==> src/include/eid_pkg.sv <==
package eid_pkg;
	// Register bus geometry.
	localparam int ADDR_W = 4;
	localparam int DATA_W = 16;
	localparam int PIN_N = 6;
	localparam int ENC_N = 4;
	localparam int STAT_W = 7;

	// Register offsets.
	localparam logic [3:0] OFF_SENSE = 4'h0;
	localparam logic [3:0] OFF_FLAGS = 4'h4;
	localparam logic [3:0] OFF_STATUS = 4'h8;
	localparam logic [3:0] OFF_MASK = 4'hC;

	// Sense control fields and reset value.
	localparam logic [15:0] SENSE_RST = 16'h4000;
	localparam int BIT_MASK_ALL = 15;
	localparam int BIT_ENC_SEL = 14;
	localparam int BIT_BL_OVR = 13;
	localparam logic [15:0] SENSE_WMASK = 16'hEFFF;

	// Request flag and status register reset values, and status register layout.
	localparam logic [7:0] FLAGS_RST = 8'h00;
	localparam logic [STAT_W-1:0] STAT_RST = 7'h00;
	localparam int STAT_NMI_BIT = 6;

	// Two-bit sense codes.
	typedef enum logic [1:0] {
		SENSE_FALL = 2'h0,
		SENSE_RISE = 2'h1,
		SENSE_LOW = 2'h2,
		SENSE_HIGH = 2'h3
	} eid_sense_t;
endpackage : eid_pkg

==> src/verilog/eid_top.sv <==
`timescale 1ns/1ps
// What this block does
// - Sense control is 16 bits, resets to 0x4000, survives standby.
// - Bit 15 set masks the pin and encoded-level requests, not the non-maskable request or IRQ, while the non-maskable pin is low.
// - In standby the non-maskable request is masked.
// - Bit 14 picks four separate pins or one encoded 15-level input; resets 1.
// - Pins 4 and 5 always stay independent request inputs.
// - With block bit set, bit 13 clear masks the non-maskable request.
// - Bit 12 of sense control reads 0; software writes 0.
// - Pin n uses bits 2n+1:2n: falling, rising, low, high; resets falling.
// - Request flags are 8 bits, reset to 0x00, survive standby.
// - Flag bits 7 and 6 read 0; software writes 0.
// - Flag bit n shows whether pin n has a request.
// - Edge flags clear only by writing 0 after reading them as 1, or for pins 3..0 on entering encoded mode.
// - Level flags follow the pin; software writes do not change them.
module eid_top (
	input wire logic CORE_CLK,
	input wire logic RST_B,
	input wire logic [eid_pkg::PIN_N-1:0] EXT_REQUEST_PIN,
	input wire logic NMI_PIN,
	input wire logic CPU_BLOCK_BIT,
	input wire logic STANDBY,
	input wire logic [eid_pkg::ADDR_W-1:0] REG_ADDR,
	input wire logic [eid_pkg::DATA_W-1:0] REG_WDATA,
	input wire logic REG_WR,
	input wire logic REG_RD,
	output logic [eid_pkg::DATA_W-1:0] REG_RDATA,
	output logic [eid_pkg::PIN_N-1:0] CPU_PIN_REQ,
	output logic [eid_pkg::ENC_N-1:0] CPU_ENC_LEVEL,
	output logic CPU_NMI_REQ,
	output logic IRQ
);
	import eid_pkg::*;

	// Decides whether a pin presents an edge event or an asserted level.
	function automatic logic sense_hit(input logic [1:0] sel, input logic cur, input logic prev);
		logic hit;
		hit = 1'b0;
		unique case (eid_sense_t'(sel))
			SENSE_FALL: hit = prev & ~cur;
			SENSE_RISE: hit = cur & ~prev;
			SENSE_LOW: hit = ~cur;
			SENSE_HIGH: hit = cur;
		endcase
		return hit;
	endfunction : sense_hit

	// True when the two-bit code selects level detection.
	function automatic logic is_level(input logic [1:0] sel);
		return sel[1];
	endfunction : is_level

	// Synchroniser and history state.
	logic [PIN_N-1:0] pin_s1_ff;
	logic [PIN_N-1:0] pin_s2_ff;
	logic [PIN_N-1:0] pin_prev_ff;
	logic nmi_s1_ff;
	logic nmi_s2_ff;
	logic nmi_prev_ff;
	logic [PIN_N-1:0] nxt_pin_s1;
	logic [PIN_N-1:0] nxt_pin_s2;
	logic [PIN_N-1:0] nxt_pin_prev;
	logic nxt_nmi_s1;
	logic nxt_nmi_s2;
	logic nxt_nmi_prev;

	// Two flip-flops on every pin before any detection logic looks at it.
	always_comb begin
		nxt_pin_s1 = EXT_REQUEST_PIN;
		nxt_pin_s2 = pin_s1_ff;
		nxt_pin_prev = pin_s2_ff;
		nxt_nmi_s1 = NMI_PIN;
		nxt_nmi_s2 = nmi_s1_ff;
		nxt_nmi_prev = nmi_s2_ff;
	end

	// Registers the synchroniser chain.
	always_ff @(posedge CORE_CLK or negedge RST_B) begin
		if (!RST_B) begin
			pin_s1_ff <= '1;
			pin_s2_ff <= '1;
			pin_prev_ff <= '1;
			nmi_s1_ff <= 1'b1;
			nmi_s2_ff <= 1'b1;
			nmi_prev_ff <= 1'b1;
		end else begin
			pin_s1_ff <= nxt_pin_s1;
			pin_s2_ff <= nxt_pin_s2;
			pin_prev_ff <= nxt_pin_prev;
			nmi_s1_ff <= nxt_nmi_s1;
			nmi_s2_ff <= nxt_nmi_s2;
			nmi_prev_ff <= nxt_nmi_prev;
		end
	end

	// Register bus decode.
	logic wr_sense;
	logic wr_flags;
	logic wr_mask;
	logic rd_flags;
	logic rd_status;

	// One decoded strobe per register access that changes state.
	always_comb begin
		wr_sense = REG_WR && (REG_ADDR == OFF_SENSE);
		wr_flags = REG_WR && (REG_ADDR == OFF_FLAGS);
		wr_mask = REG_WR && (REG_ADDR == OFF_MASK);
		rd_flags = REG_RD && (REG_ADDR == OFF_FLAGS);
		rd_status = REG_RD && (REG_ADDR == OFF_STATUS);
	end

	// Sense control register and interrupt mask register.
	logic [DATA_W-1:0] sense_ff;
	logic [DATA_W-1:0] nxt_sense;
	logic [STAT_W-1:0] mask_ff;
	logic [STAT_W-1:0] nxt_mask;

	// Software writes; the reserved bit never stores a one.
	always_comb begin
		nxt_sense = sense_ff;
		nxt_mask = mask_ff;
		if (wr_sense) begin
			nxt_sense = REG_WDATA & SENSE_WMASK;
		end
		if (wr_mask) begin
			nxt_mask = REG_WDATA[STAT_W-1:0];
		end
	end

	// Only reset and software writes touch these registers; standby leaves them alone.
	always_ff @(posedge CORE_CLK or negedge RST_B) begin
		if (!RST_B) begin
			sense_ff <= SENSE_RST;
			mask_ff <= STAT_RST;
		end else begin
			sense_ff <= nxt_sense;
			mask_ff <= nxt_mask;
		end
	end

	// Detection per pin.
	logic enc_mode;
	logic [PIN_N-1:0] pin_hit;
	logic [PIN_N-1:0] pin_level;
	logic [PIN_N-1:0] pin_active;

	// Each pin uses its own two-bit field; pins 3..0 drop out in encoded mode.
	always_comb begin
		enc_mode = sense_ff[BIT_ENC_SEL];
		for (int n = 0; n < PIN_N; n++) begin
			pin_hit[n] = sense_hit(sense_ff[2*n+1 -: 2], pin_s2_ff[n], pin_prev_ff[n]);
			pin_level[n] = is_level(sense_ff[2*n+1 -: 2]);
			pin_active[n] = !(enc_mode && (n < ENC_N));
		end
	end

	// Request flags and the armed-for-clear bits.
	logic [PIN_N-1:0] flag_ff;
	logic [PIN_N-1:0] armed_ff;
	logic [PIN_N-1:0] nxt_flag;
	logic [PIN_N-1:0] nxt_armed;
	logic [PIN_N-1:0] flag_rise;

	// Edge flags latch; level flags track the pin; clears need a prior read of one.
	// The armed bit remembers that software has seen the flag as one.
	// Without it a blind write of zero could drop a request that software never saw.
	// A new edge in the clearing cycle wins, so no request is ever lost.
	// Leaving edge mode or entering encoded mode disarms the pin.
	// Writes of one are ignored, so a read-modify-write cannot set a flag.
	// Level pins ignore writes altogether and follow the synchronised pin.
	always_comb begin
		nxt_flag = flag_ff;
		nxt_armed = armed_ff;
		for (int n = 0; n < PIN_N; n++) begin
			if (!pin_active[n]) begin
				nxt_flag[n] = 1'b0;
				nxt_armed[n] = 1'b0;
			end else if (pin_level[n]) begin
				nxt_flag[n] = pin_hit[n];
				nxt_armed[n] = 1'b0;
			end else begin
				if (rd_flags && flag_ff[n]) begin
					nxt_armed[n] = 1'b1;
				end
				if (wr_flags && armed_ff[n] && !REG_WDATA[n]) begin
					nxt_flag[n] = 1'b0;
					nxt_armed[n] = 1'b0;
				end
				if (pin_hit[n]) begin
					nxt_flag[n] = 1'b1;
				end
			end
		end
		flag_rise = nxt_flag & ~flag_ff;
	end

	// Flags reset to zero and keep their value through standby.
	always_ff @(posedge CORE_CLK or negedge RST_B) begin
		if (!RST_B) begin
			flag_ff <= FLAGS_RST[PIN_N-1:0];
			armed_ff <= '0;
		end else begin
			flag_ff <= nxt_flag;
			armed_ff <= nxt_armed;
		end
	end

	// Requests toward the processor.
	logic mask_all;
	logic nmi_event;
	logic nmi_accept;
	logic [PIN_N-1:0] nxt_pin_req;
	logic [ENC_N-1:0] nxt_enc_level;
	logic nxt_nmi_req;
	logic [PIN_N-1:0] pin_req_ff;
	logic [ENC_N-1:0] enc_level_ff;
	logic nmi_req_ff;

	// Masking gates the outputs only, never the flags.
	always_comb begin
		mask_all = sense_ff[BIT_MASK_ALL] && !nmi_s2_ff;
		nmi_event = nmi_prev_ff && !nmi_s2_ff;
		nmi_accept = nmi_event && !STANDBY;
		if (CPU_BLOCK_BIT && !sense_ff[BIT_BL_OVR]) begin
			nmi_accept = 1'b0;
		end
		nxt_pin_req = mask_all ? '0 : flag_ff;
		nxt_enc_level = '0;
		if (enc_mode && !mask_all) begin
			nxt_enc_level = ~pin_s2_ff[ENC_N-1:0];
		end
		nxt_nmi_req = nmi_accept;
	end

	// Registered request outputs.
	always_ff @(posedge CORE_CLK or negedge RST_B) begin
		if (!RST_B) begin
			pin_req_ff <= '0;
			enc_level_ff <= '0;
			nmi_req_ff <= 1'b0;
		end else begin
			pin_req_ff <= nxt_pin_req;
			enc_level_ff <= nxt_enc_level;
			nmi_req_ff <= nxt_nmi_req;
		end
	end

	// Sticky interrupt status, cleared by a read.
	logic [STAT_W-1:0] status_ff;
	logic [STAT_W-1:0] nxt_status;
	logic [STAT_W-1:0] stat_set;

	// New events win over the clear caused by a read in the same cycle.
	always_comb begin
		stat_set = {nmi_accept, flag_rise};
		nxt_status = status_ff;
		if (rd_status) begin
			nxt_status = STAT_RST;
		end
		nxt_status = nxt_status | stat_set;
	end

	// Status register.
	always_ff @(posedge CORE_CLK or negedge RST_B) begin
		if (!RST_B) begin
			status_ff <= STAT_RST;
		end else begin
			status_ff <= nxt_status;
		end
	end

	// Read data path, valid the cycle after the read strobe.
	logic [DATA_W-1:0] rdata_ff;
	logic [DATA_W-1:0] nxt_rdata;

	// Unmapped addresses and reserved bits read as zero.
	always_comb begin
		nxt_rdata = '0;
		if (REG_RD) begin
			unique case (REG_ADDR)
				OFF_SENSE: nxt_rdata = sense_ff & SENSE_WMASK;
				OFF_FLAGS: nxt_rdata = {{(DATA_W-PIN_N){1'b0}}, flag_ff};
				OFF_STATUS: nxt_rdata = {{(DATA_W-STAT_W){1'b0}}, status_ff};
				OFF_MASK: nxt_rdata = {{(DATA_W-STAT_W){1'b0}}, mask_ff};
				default: nxt_rdata = '0;
			endcase
		end
	end

	// Registers the read data.
	always_ff @(posedge CORE_CLK or negedge RST_B) begin
		if (!RST_B) begin
			rdata_ff <= '0;
		end else begin
			rdata_ff <= nxt_rdata;
		end
	end

	// Outputs.
	assign REG_RDATA = rdata_ff;
	assign CPU_PIN_REQ = pin_req_ff;
	assign CPU_ENC_LEVEL = enc_level_ff;
	assign CPU_NMI_REQ = nmi_req_ff;
	assign IRQ = |(status_ff & mask_ff);
endmodule : eid_top
==> config.mk <==
export PLATFORM = sky130hd
export DESIGN_NAME = eid_top
export DESIGN_NICKNAME = d
export VERILOG_FILES = /design/src/include/eid_pkg.sv /design/src/verilog/eid_top.sv
export SDC_FILE = /design/constraint.sdc
export NUM_CORES = 1
export LEC_CHECK = 0
export ABC_AREA = 1
export BUFFER_PORTS_ARGS = -buffer_cell sky130_fd_sc_hd__buf_2
export CELL_PAD_IN_SITES_DETAIL_PLACEMENT = 1
export CELL_PAD_IN_SITES_GLOBAL_PLACEMENT = 2
export CORE_UTILIZATION = 38
export CTS_BUF_LIST = sky130_fd_sc_hd__clkbuf_2 sky130_fd_sc_hd__clkbuf_4 sky130_fd_sc_hd__clkbuf_8
export DETAILED_ROUTE_END_ITERATION = 10
export GPL_TIMING_DRIVEN = 0
export PLACE_DENSITY_LB_ADDON = 0.25
export SYNTH_ARGS = -nofsm -noshare
export SYNTH_HDL_FRONTEND = slang
export SYNTH_SLANG_ARGS = --single-unit
==> constraint.sdc <==
create_clock -name CORE_CLK -period 3.6 [get_ports CORE_CLK]
set_clock_uncertainty 0.15 [all_clocks]
set_input_delay 0.54 -clock CORE_CLK [delete_from_list [all_inputs] [get_ports CORE_CLK]]
set_output_delay 0.54 -clock CORE_CLK [all_outputs]
set_load 0.01 [all_outputs]
==> results of run 1 <==
## synth_stat cells
| cell | n | area share, % |
|---|---|---|
| sky130_fd_sc_hd__nor2_4 | 3 | 0.93 |
| sky130_fd_sc_hd__conb_1 | 1 | 0.10 |
| sky130_fd_sc_hd__nand4_1 | 7 | 1.2 |
| sky130_fd_sc_hd__and3_4 | 1 | 0.31 |
| sky130_fd_sc_hd__dfstp_2 | 22 | 16 |
| sky130_fd_sc_hd__nand3_4 | 1 | 0.48 |
| sky130_fd_sc_hd__nand2_1 | 93 | 9.6 |
| sky130_fd_sc_hd__o21ai_1 | 15 | 2.1 |
| sky130_fd_sc_hd__o21ai_0 | 10 | 1.4 |
| sky130_fd_sc_hd__buf_4 | 4 | 0.83 |
| sky130_fd_sc_hd__nor3b_1 | 1 | 0.21 |
| sky130_fd_sc_hd__nor2_2 | 2 | 0.35 |
| sky130_fd_sc_hd__nor2_1 | 54 | 5.6 |
| sky130_fd_sc_hd__buf_6 | 1 | 0.31 |
| sky130_fd_sc_hd__clkbuf_1 | 2 | 0.21 |
| sky130_fd_sc_hd__nand3_2 | 1 | 0.28 |
| sky130_fd_sc_hd__o21ai_2 | 7 | 1.7 |
| sky130_fd_sc_hd__nand3_1 | 51 | 7.0 |
| sky130_fd_sc_hd__dfrtp_1 | 66 | 46 |
| sky130_fd_sc_hd__buf_2 | 4 | 0.55 |
| sky130_fd_sc_hd__inv_2 | 2 | 0.21 |
| sky130_fd_sc_hd__clkinv_1 | 1 | 0.10 |
| sky130_fd_sc_hd__inv_1 | 48 | 5.0 |
## how the worst min path moves through the flow
stage / depth (start not counted) / slack [ns] / endpoint
global placement: 0 / 0.20 / nxt_pin_prev[1]$_DFF_PN1_
finish: 1 / 0.11 / nxt_pin_s2[5]$_DFF_PN1_
floorplan: 0 / 0.09 / CPU_ENC_LEVEL[0]$_DFF_PN0_
detailed placement: 0 / 0.20 / nxt_pin_prev[2]$_DFF_PN1_
CTS: 1 / 0.09 / nxt_pin_s2[2]$_DFF_PN1_
global route: 1 / 0.07 / nxt_pin_s2[3]$_DFF_PN1_
## power by group
| part | leakage [nW] | internal [mW] | switching, mW |
|---|---|---|---|
| registers | 1.06 | 1.14 | 0.115 |
| logic | 1.07 | 0.142 | 0.246 |
| clock network | 0.0888 | 0.270 | 0.382 |
## cells by family after synthesis
logic type,count (synthesis),synth area share (%)
compound gates,32,5.15
other cells,1,0.103
flops,88,61.5
simple gates,214,26.0
buf+inv,62,7.18
## layout make-up
type                       instances  area, um2  area share, %
buffer                            11       68.8           1.60
clock buffer                      10        131           3.06
clock inverter                     6       52.6           1.23
inverter                          51        191           4.46
multi-input combinational        247       1130           26.4
sequential                        88       2230           52.0
tap                              129        161           3.76
timing repair buffer              58        320           7.47
## registers in the layout (all words and copies together) (netlist names), 4 cells and up
signal and count:
CPU_PIN_REQ 6, status_ff 7, mask_ff 7, flag_ff 6, armed_ff 6, nxt_pin_prev 6
REG_RDATA 15, pin_prev_ff 6, sense_ff 15, CPU_ENC_LEVEL 4, nxt_pin_s2 6
## critical path, delay by kind of cell (launching register included)
kind	cells	cell delay [ns]
and+or+nand+nor	4	0.36
DFF	1	0.42
buffers and inverters	1	0.15
## stage by stage
step	utilization (%)	std cells	setup slack, ns	hold slack, ns
after floorplan	-	397	2.05	0.0944
after global placement	44.0	582	1.04	0.196
after detailed placement	44.3	583	1.55	0.197
after CTS	46.4	600	1.60	0.0950
after global routing	46.4	600	1.51	0.0719
final	46.4	600	1.62	0.114
## layer usage
layer  global-route usage [%]  vias up
li1                         -     1376
met1                     28.2     1373
met2                     33.9       56
met3                     5.34       10
met4                     5.66        0
met5                        0        -
==> implementation parameters, run 1 <==
Parameter                              Value

Placed design
  Gpl congestion ... approximately 0.77
  Post-detailed-placement cell area ... between 4000 and 5000 um2
  Number of I/O port buffers ... between 50 and 60
  Post-DP HPWL ... about 6700 um

Synth
  Number of warnings reported in the yosys synthesis log ... 0
  Syn_nets ... 430
  Mapped Area ... between 3000 and 4000 um2
  Post-synth cell types ... 23
  Sequential area share after synthesis ... 61.5%
  Gate count of the mapped netlist ... a little under 400
  Mean instance size in the synthesized netlist ... 9.13 um2
  Synth Register Bits ... 88

Worst setup path
  R2R Path Start ... sense_ff[14]$_DFFE_PN1P_
  Critical path start-end classification ... flop to primary output
  Setup crit end kind ... primary output
  Destination of the critical timing path ... IRQ
  Setup crit start ... status_ff[3]$_DFF_PN0_
  Logic depth of the worst register-to-register path ... 3
  R2R Path End ... status_ff[0]$_DFF_PN0_
  Cell type with the highest occurrence count on the critical path ... sky130_fd_sc_hd__nand2_1
  Crit path max fanout ... 3
  Slowest cell on the critical path ... sky130_fd_sc_hd__dfrtp_1
  Worst path cell trace ... nand2_1 -> nand2_1 -> nor2_1 -> nand4_1 -> buf_2
  Largest incremental delay on the critical path ... ~0.42 ns
  Crit path DAT ... about 1.3 ns
  Data required time at the worst endpoint ... between 2 and 3 ns
  R2R Setup Slk ... between 2 and 2.5 ns
  Startpoint type of the worst setup path ... flop

Pwr
  Pwr Density ... between 500 and 600 nW/um2
  Peak supply drop ... ~0.19 mV
  Tot Pwr ... roughly 2.3 mW
  LEAKAGE ... roughly 2.2 nW

Drt
  Routed met3 length ... 340 um
  Wire per inst ... 15.6 um
  Number of vias per cell after detailed routing ... 4.69
  Iteration count of the initial detailed-routing pass ... 4
  Total via count in the routed design ... approximately 2800
  WL met2 ... roughly 4500 um
  Aggregate routed wire length ... 9370 um
  Post-route DRC violation count ... 0
  Antenna Violating Nets Remaining ... 0
  Length of routed wiring on met1 ... 4420 um
  Max layer used ... met4
  Drt first-iter violations ... 64

Layout
  Total Nets Final ... ~500
  Layout cell share with drive strength beyond 1 ... between 20% and 30%
  Antenna diode count ... 0
  Filler instances ... around 1100
  Area growth, synth to finish ... 18.4%
  Leading cell types in the layout, fill and taps excluded ... 93 x sky130_fd_sc_hd__nand2_1, 66 x sky130_fd_sc_hd__dfrtp_1, 59 x sky130_fd_sc_hd__buf_2
  Most common library cell in the layout ignoring fill and taps ... sky130_fd_sc_hd__nand2_1
  Post-route cell area ... roughly 4300 um2

GRT
  Total track usage ... around a fifth
  Global-route wire length before repair ... about 15000 um
  GRT overflow ... 0
  Antenna violations before repair ... 0
  Vias in the first global route ... 2906
  Maximum number of pins on one net before global-route repair ... 57

CTS
  CTS Root Cell ... sky130_fd_sc_hd__clkbuf_8
  Number of clock buffers inserted by TritonCTS ... 9
  Count of buffers added by post-CTS timing repair for setup ... 0
  Clock transition at the registers of the reported paths ... around 0.10 ns
  Cts-stage hold buffer count ... 1
  H-tree depth ... 3
  Maximum root-to-sink buffer count ... 2
  Count of instances resized after the clock tree is built ... 0
  Worst-Skew Late Latency ... approximately 0.36 ns
  TritonCTS Sinks ... slightly below 90
  Clock tree from TritonCTS ... built

Floorplan
  Die area ... 9930 um2
  Number of placement rows ... 35
  IO Count ... between 60 and 70
  Core region area ... between 9000 and 10000 um2
  Die Span Y ... approximately 100 um
  Initial Util ... approximately 39%
  Die X-Extent ... 99.7 um

Timing
  Slew of the pin with the lowest slew margin ... just under 0.8 ns
  Unrepaired setup endpoints after global routing ... no
  Hold violation count in the final report ... 0
  Maximum achievable frequency ... between 500 and 600 MHz
  Number of setup violations in the final report ... 0
  Number of slew-limit violations in the final report ... 0
  Slew margin rel. ... between 40% and 50%
  Total Neg Setup Slack ... 0 ns
  Share of the clock period used by the worst path after layout ... a little under three fifths
  Fin crit period ... slightly below 2 ns

Run status
  Status ... finished, final reports clean

Hold path
  Startpoint of the most critical hold path ... EXT_REQUEST_PIN[5]
  Class of the tightest hold or removal check ... primary input to flop

Flow run
  Number of maximum-capacitance constraint violations ... 0
(Power assumes the default switching activity.)
==> inputs of run 2 (changes only) <==
CORE_UTILIZATION = 35   (was 38)
clock period = 1.9 ns   (was 3.6 ns; I/O delays follow)
==> implementation parameters, run 2 (synthesis results as in run 1) <==
Parameter                              Value

Run status
  Status ... finished, final reports clean

Timing
  Number of slew-limit violations in the final report ... 0
  Fin crit period ... around 1.7 ns
  Total Neg Setup Slack ... 0 ns
  Slew of the pin with the lowest slew margin ... 0.715 ns
  Number of setup violations in the final report ... 0
  Maximum achievable frequency ... 594 MHz
  Slew margin rel. ... approximately 52%
  Hold violation count in the final report ... 0
  Unrepaired setup endpoints after global routing ... no
  Worst Hold Slack ... about 0.013 ns
  Fin worst setup slack ... about 0.22 ns
  Share of the clock period used by the worst path after layout ... between 80 and 90%

Worst setup path
  Worst path cell trace ... nand2_1 -> nand2_1 -> nor2_1 -> nand4_1 -> buf_2
  R2R Path Start ... sense_ff[14]$_DFFE_PN1P_
  Logic depth of the worst register-to-register path ... 3
  Setup crit end kind ... primary output
  Data required time at the worst endpoint ... between 1 and 1.5 ns
  R2R Setup Slk ... between 0.4 and 0.5 ns
  Crit path DAT ... roughly 1.3 ns
  Startpoint type of the worst setup path ... flop
  R2R Path End ... status_ff[3]$_DFF_PN0_
  Cell type with the highest occurrence count on the critical path ... sky130_fd_sc_hd__nand2_1
  Buffer and inverter count on the worst path ... 1
  Slowest cell on the critical path ... sky130_fd_sc_hd__dfrtp_1
  Critical path start-end classification ... flop to primary output
  Largest incremental delay on the critical path ... 0.43 ns
  Kind of cell adding the most delay to the critical path ... flip-flops
  Crit path max fanout ... 3

Layout
  Post-route non-filler standard cell count ... ~620
  Filler instances ... 1201
  Layout cell share with drive strength beyond 1 ... between 20% and 30%
  Area growth, synth to finish ... 22.2%
  Antenna diode count ... 0
  Leading cell types in the layout, fill and taps excluded ... 93 x sky130_fd_sc_hd__nand2_1, 66 x sky130_fd_sc_hd__dfrtp_1, 59 x sky130_fd_sc_hd__buf_2
  Post-Route Utilization ... about 45%
  Total Nets Final ... between 500 and 600
  Most common library cell in the layout ignoring fill and taps ... sky130_fd_sc_hd__nand2_1
  Post-route cell area ... 4430 um2

Pwr
  Combinational power share ... between 10% and 20%
  Tot Pwr ... around 4.4 mW
  Internal ... 2.93 mW
  Clk network pwr share ... approximately 28%
  Net Sw Power ... between 1 and 1.5 mW
  Pwr Density ... just under 1000 nW/um2
  Peak supply drop ... about 0.57 mV
  LEAKAGE ... about 2.3 nW
  Switching part of the total ... 32.6%
  Proportion of power drawn by flip-flops and latches ... 54.6%

Floorplan
  Initial Util ... roughly 37%
  Die Span Y ... a little over 100 um
  Core region area ... slightly below 10000 um2
  Die X-Extent ... between 100 and 150 um
  Die area ... approximately 11000 um2
  Number of placement rows ... 36
  IO Count ... 61

Hold path
  Hold Path End ... sense_ff[8]$_DFFE_PN0P_
  Min-Delay Path Depth ... 3
  Class of the tightest hold or removal check ... primary input to flop
  Startpoint of the most critical hold path ... REG_WDATA[8]

CTS
  Worst-Skew Late Latency ... 0.36 ns
  H-tree depth ... 3
  Number of clock buffers inserted by TritonCTS ... 9
  TritonCTS Sinks ... 88
  Clock transition at the registers of the reported paths ... around 0.090 ns
  Cts-stage hold buffer count ... 15
  Count of instances resized after the clock tree is built ... 0
  Maximum root-to-sink buffer count ... 2
  CTS Root Cell ... sky130_fd_sc_hd__clkbuf_8
  Clock tree from TritonCTS ... built
  Count of buffers added by post-CTS timing repair for setup ... 0

GRT
  Total track usage ... between 10% and 20%
  Antenna violations before repair ... 0
  Maximum number of pins on one net before global-route repair ... 60
  Global-route wire length before repair ... roughly 16000 um
  Vias in the first global route ... a little over 3000
  GRT overflow ... 0

Drt
  Length of routed wiring on met1 ... 4700 um
  Total via count in the routed design ... approximately 2900
  Max layer used ... met4
  Antenna Violating Nets Remaining ... 0
  Routed met3 length ... around 300 um
  Drt first-iter violations ... ~110
  Aggregate routed wire length ... between 9000 and 10000 um
  Number of vias per cell after detailed routing ... around 4.6
  Post-route DRC violation count ... 0
  Iteration count of the initial detailed-routing pass ... 4
  WL met2 ... 4320 um
  Wire per inst ... roughly 15 um

Placed design
  Post-detailed-placement cell area ... about 4100 um2
  Placed Cells incl. Taps ... between 500 and 600
  Setup slack after placement ... 0.179 ns
  Gpl congestion ... roughly 0.75
  Number of I/O port buffers ... between 50 and 60
  Post-DP HPWL ... between 6000 and 7000 um

Flow run
  Number of maximum-capacitance constraint violations ... 0
==> run 2: cell count changes in the layout (fill, tap and decap cells not counted), sizes merged <==
| cell | change |
|---|---|
| dlygate4sd3 | +14 |
| clkbuf | -1 |
| clkinv | +1 |
==> run 2: routing by layer <==
metal,track usage (%),vias to the layer above
li1,-,1412
met1,26.6,1385
met2,30.2,52
met4,6.33,0
met3,3.34,12
met5,0,-
==> run 2: power by group through the flow <==
stage / Clock [mW] / Sequential [mW] / Combinational [mW]
finish: 1.22 / 2.38 / 0.751
global route: 1.32 / 2.42 / 0.865
CTS: 1.25 / 2.38 / 0.766
detailed placement: 0 / 2.41 / 0.739
global placement: 0 / 2.40 / 0.714
floorplan: 0 / 2.37 / 0.430
==> run 2: worst max-delay path by stage <==
stage,to,startpoint,slack (ns),cells past startpoint
after global routing,IRQ,status_ff[6]$_DFF_PN0_,0.11,5
after detailed placement,sense_ff[8]$_DFFE_PN0P_,REG_WR,0.18,4
after global placement,REG_RDATA[10]$_DFF_PN0_,RST_B,-0.43,1
after CTS,IRQ,status_ff[6]$_DFF_PN0_,0.20,5
final,IRQ,status_ff[6]$_DFF_PN0_,0.22,5
after floorplan,sense_ff[11]$_DFFE_PN0P_,REG_WR,0.61,4
==> run 2: layout make-up <==
cell class              count  area [um2]  area share (%)
flip-flops and latches     88        2230            50.4
multi-input cells         247        1130            25.6
repair buffers             72         460            10.4
clock inverters             7        53.8            1.22
well taps                 133         166            3.76
plain buffers              11        68.8            1.55
clock buffers               9         124            2.80
inverters                  51         191            4.32
==> run 2: worst register-to-register path: cells and delay by family (launching register included) <==
| kind | cells | cell delay (ns) |
|---|---|---|
| DFF | 1 | 0.61 |
| buffers and inverters | 1 | 0.31 |
| and+or+nand+nor | 2 | 0.28 |
==> inputs of run 3 (changes only) <==
ABC_AREA = not set   (was 1)
CORE_UTILIZATION = 39   (was 35)
==> implementation parameters, run 3 <==
Parameter                              Value

Run status
  Status ... complete, but fails checks
  Failing checks ... setup timing

GRT
  Total track usage ... 19.8%
  GRT overflow ... 0
  Vias in the first global route ... around 2700
  Global-route wire length before repair ... 14200 um
  Antenna violations before repair ... 0
  Maximum number of pins on one net before global-route repair ... 55

Timing
  Slew of the pin with the lowest slew margin ... approximately 0.6 ns
  Hold violation count in the final report ... 0
  Fin worst setup slack ... -0.00549 ns
  Share of the clock period used by the worst path after layout ... 100%
  Unrepaired setup endpoints after global routing ... yes
  Maximum achievable frequency ... around 520 MHz
  Total Neg Setup Slack ... -0.00549 ns
  Number of slew-limit violations in the final report ... 0
  Fin crit period ... between 1.5 and 2 ns
  Number of setup violations in the final report ... 1
  Slew margin rel. ... between 60% and 70%

Synth
  Parity-gate share of the synthesized area counting xor and xnor cells ... 1.50%
  Share of synthesized registers carrying an async set or reset ... 100%
  Mapped Area ... roughly 3500 um2
  Gate count of the mapped netlist ... roughly 260
  Compound-gate portion of the synthesized area ... between 10% and 20%
  Mean instance size in the synthesized netlist ... about 14 um2
  Area share of the largest cell type after synthesis ... roughly 47%
  Post-synth cell types ... 43
  Leading cell type by number of instances after synthesis ... sky130_fd_sc_hd__dfrtp_1
  Dominant synthesized flop cell ... sky130_fd_sc_hd__dfrtp_1
  Cell type with the highest aggregate area in the netlist ... sky130_fd_sc_hd__dfrtp_1
  Number of enable flip-flop cells after synthesis ... 0
  Simple-gate share of the synthesized area ... under 10%
  Number of warnings reported in the yosys synthesis log ... 0
  Multiplexer area fraction after synthesis ... around an eighth
  Top cells by area, synth ... sky130_fd_sc_hd__dfrtp_1 47%, sky130_fd_sc_hd__dfstp_2 16%, sky130_fd_sc_hd__mux2_4 4.3%, sky130_fd_sc_hd__mux2_2 4.2%, sky130_fd_sc_hd__mux2i_1 2.9%
  Sequential area share after synthesis ... a little under two thirds
  Post-Synth Adder-Cell Area ... 0%
  Most numerous cell types in the synthesized netlist ... 66 x sky130_fd_sc_hd__dfrtp_1, 22 x sky130_fd_sc_hd__dfstp_2, 18 x sky130_fd_sc_hd__nor2_1, 13 x sky130_fd_sc_hd__mux2_2, 13 x sky130_fd_sc_hd__nand2_1
  Main combinational cell family by area after synthesis ... multiplexers
  Syn_nets ... 291
  Synth Register Bits ... between 80 and 90

Layout
  Most common library cell in the layout ignoring fill and taps ... sky130_fd_sc_hd__dfrtp_1
  Filler instances ... around 900
  Post-route non-filler standard cell count ... about 450
  Layout cell share with drive strength beyond 1 ... 37.8%
  Area growth, synth to finish ... 22.8%
  Total Nets Final ... 372
  Antenna diode count ... 0
  Leading cell types in the layout, fill and taps excluded ... 66 x sky130_fd_sc_hd__dfrtp_1, 58 x sky130_fd_sc_hd__buf_2, 22 x sky130_fd_sc_hd__dfstp_2
  Post-Route Utilization ... between 40% and 50%

Floorplan
  Die Span Y ... 96.9 um
  Core region area ... around 8700 um2
  Die area ... about 9400 um2
  Initial Util ... between 40% and 50%
  Number of placement rows ... 34
  IO Count ... 61
  Die X-Extent ... around 97 um

Worst setup path
  Logic depth of the worst register-to-register path ... 3
  Setup crit end kind ... primary output
  R2R Path End ... CPU_ENC_LEVEL[3]$_DFF_PN0_
  Crit path max fanout ... 2
  Data required time at the worst endpoint ... about 1.5 ns
  Buffer and inverter count on the worst path ... 1
  Slowest cell on the critical path ... sky130_fd_sc_hd__a222oi_1
  Critical path start-end classification ... flop to primary output
  R2R Setup Slk ... ~0.38 ns
  Largest incremental delay on the critical path ... about 0.41 ns
  Crit path DAT ... 1.47 ns
  R2R Path Start ... nmi_s2_ff$_DFF_PN1_
  Worst path cell trace ... a222oi_1 -> nand3_1 -> buf_2
  Startpoint type of the worst setup path ... flop
  Kind of cell adding the most delay to the critical path ... compound AO/OA/AOI/OAI gates
  Number of stages on the worst setup path ... 3

Drt
  Iteration count of the initial detailed-routing pass ... 4
  Number of vias per cell after detailed routing ... around 5.3
  Drt first-iter violations ... between 70 and 80
  Wire per inst ... between 15 and 20 um
  Total via count in the routed design ... around 2400
  Post-route DRC violation count ... 0
  Aggregate routed wire length ... ~8600 um
  Antenna Violating Nets Remaining ... 0

Pwr
  Net Sw Power ... between 1 and 1.5 mW
  Proportion of power drawn by flip-flops and latches ... 51.9%
  Combinational power share ... between 10% and 20%
  Clk network pwr share ... 30.5%
  LEAKAGE ... 2.04 nW
  Peak supply drop ... 0.463 mV
  Internal ... approximately 3.5 mW
  Switching part of the total ... roughly 28%
  Pwr Density ... between 1000 and 1500 nW/um2

CTS
  Clock tree from TritonCTS ... built
  Worst-Skew Late Latency ... between 0.3 and 0.4 ns
  H-tree depth ... 3
  Maximum root-to-sink buffer count ... 2
  Number of clock buffers inserted by TritonCTS ... 9
  TritonCTS Sinks ... 88
  CTS Root Cell ... sky130_fd_sc_hd__clkbuf_8
  Clock transition at the registers of the reported paths ... roughly 0.080 ns

Placed design
  Gpl congestion ... approximately 0.73
  Number of I/O port buffers ... 57
  Placed Cells incl. Taps ... ~420
  Post-DP HPWL ... about 6000 um

Hold path
  Class of the tightest hold or removal check ... primary input to flop
  Min-Delay Path Depth ... 2
  Hold Path End ... sense_ff[15]$_DFFE_PN0P_
  Startpoint of the most critical hold path ... REG_WDATA[15]

Flow run
  Number of maximum-capacitance constraint violations ... 0
run 3: logic make-up after synthesis:
| kind of cell | count (synthesis) |
|---|---|
| AND/OR/NAND/NOR | 66 |
| multiplexers | 34 |
| AO/OA/AOI/OAI | 46 |
| flip-flops | 88 |
| buffers and inverters | 17 |
| other | 1 |
| XOR/XNOR | 6 |
run 3: cell type report:
type | instances | area [um2] | area share (%)
buffer | 9 | 62.6 | 1.45
clock buffer | 12 | 153 | 3.54
clock inverter | 4 | 76.3 | 1.77
inverter | 7 | 26.3 | 0.610
multi-input combinational | 153 | 1190 | 27.5
sequential | 88 | 2230 | 51.7
tap | 108 | 135 | 3.13
timing repair buffer | 71 | 440 | 10.2
run 3: power by group through the flow:
stage	Clock, mW	Sequential (mW)	Combinational [mW]
floorplan	0	2.45	0.514
global placement	0	2.49	0.797
detailed placement	0	2.51	0.832
CTS	1.50	2.47	0.872
global route	1.57	2.55	0.930
finish	1.46	2.49	0.842
run 3: worst max path at each step:
stage                           startpoint                        to  slack [ns]
floorplan                      REG_ADDR[1]  sense_ff[10]$_DFFE_PN0P_        0.16
global placement                     RST_B   sense_ff[2]$_DFFE_PN0P_       -0.37
detailed placement             REG_ADDR[2]      flag_ff[1]$_DFF_PN0_       -0.11
CTS                 mask_ff[6]$_DFFE_PN0P_                       IRQ       -0.05
global route        mask_ff[6]$_DFFE_PN0P_                       IRQ       -0.10
finish              mask_ff[6]$_DFFE_PN0P_                       IRQ      -0.005
run 3: per-layer routing:
layer  track usage, %  vias up  wire length (um)
met2             33.9       51              4290
li1                 -     1087                 -
met1             25.5     1245              3940
met5                0        -                 0
met4             6.66        0               118
met3             3.40       11               275
run 3: stage by stage:
step	worst slack [ns]	hold WS, ns	power, mW	instance area [um2]
after global routing	-0.105	0.00526	5.05	4310
after global placement	-0.368	0.195	3.29	3930
after detailed placement	-0.111	0.130	3.34	3960
final	-0.00549	0.0118	4.79	4310
after floorplan	0.157	-0.161	2.96	3510
after CTS	-0.0471	0.000486	4.85	4300
run 3: worst reg2reg max path, stage by stage, from the launching register on:
cell	delay, ns
sky130_fd_sc_hd__dfstp_2	0.56
sky130_fd_sc_hd__nand2b_1	0.38
sky130_fd_sc_hd__nand2_1	0.22
sky130_fd_sc_hd__nor2_1	0.14
run 3: timing repair:
| item | 4_1_cts | 5_1_grt |
|---|---|---|
| hold buffers | 10 | 1 |
| gates cloned | 0 | 0 |
| endpoints found under the setup margin | 1 | 2 |
| pin swaps | 2 | 0 |
| endpoints found under the hold margin | 40 | 1 |
| resized for setup | 0 | 0 |
| setup buffers | 2 | 0 |
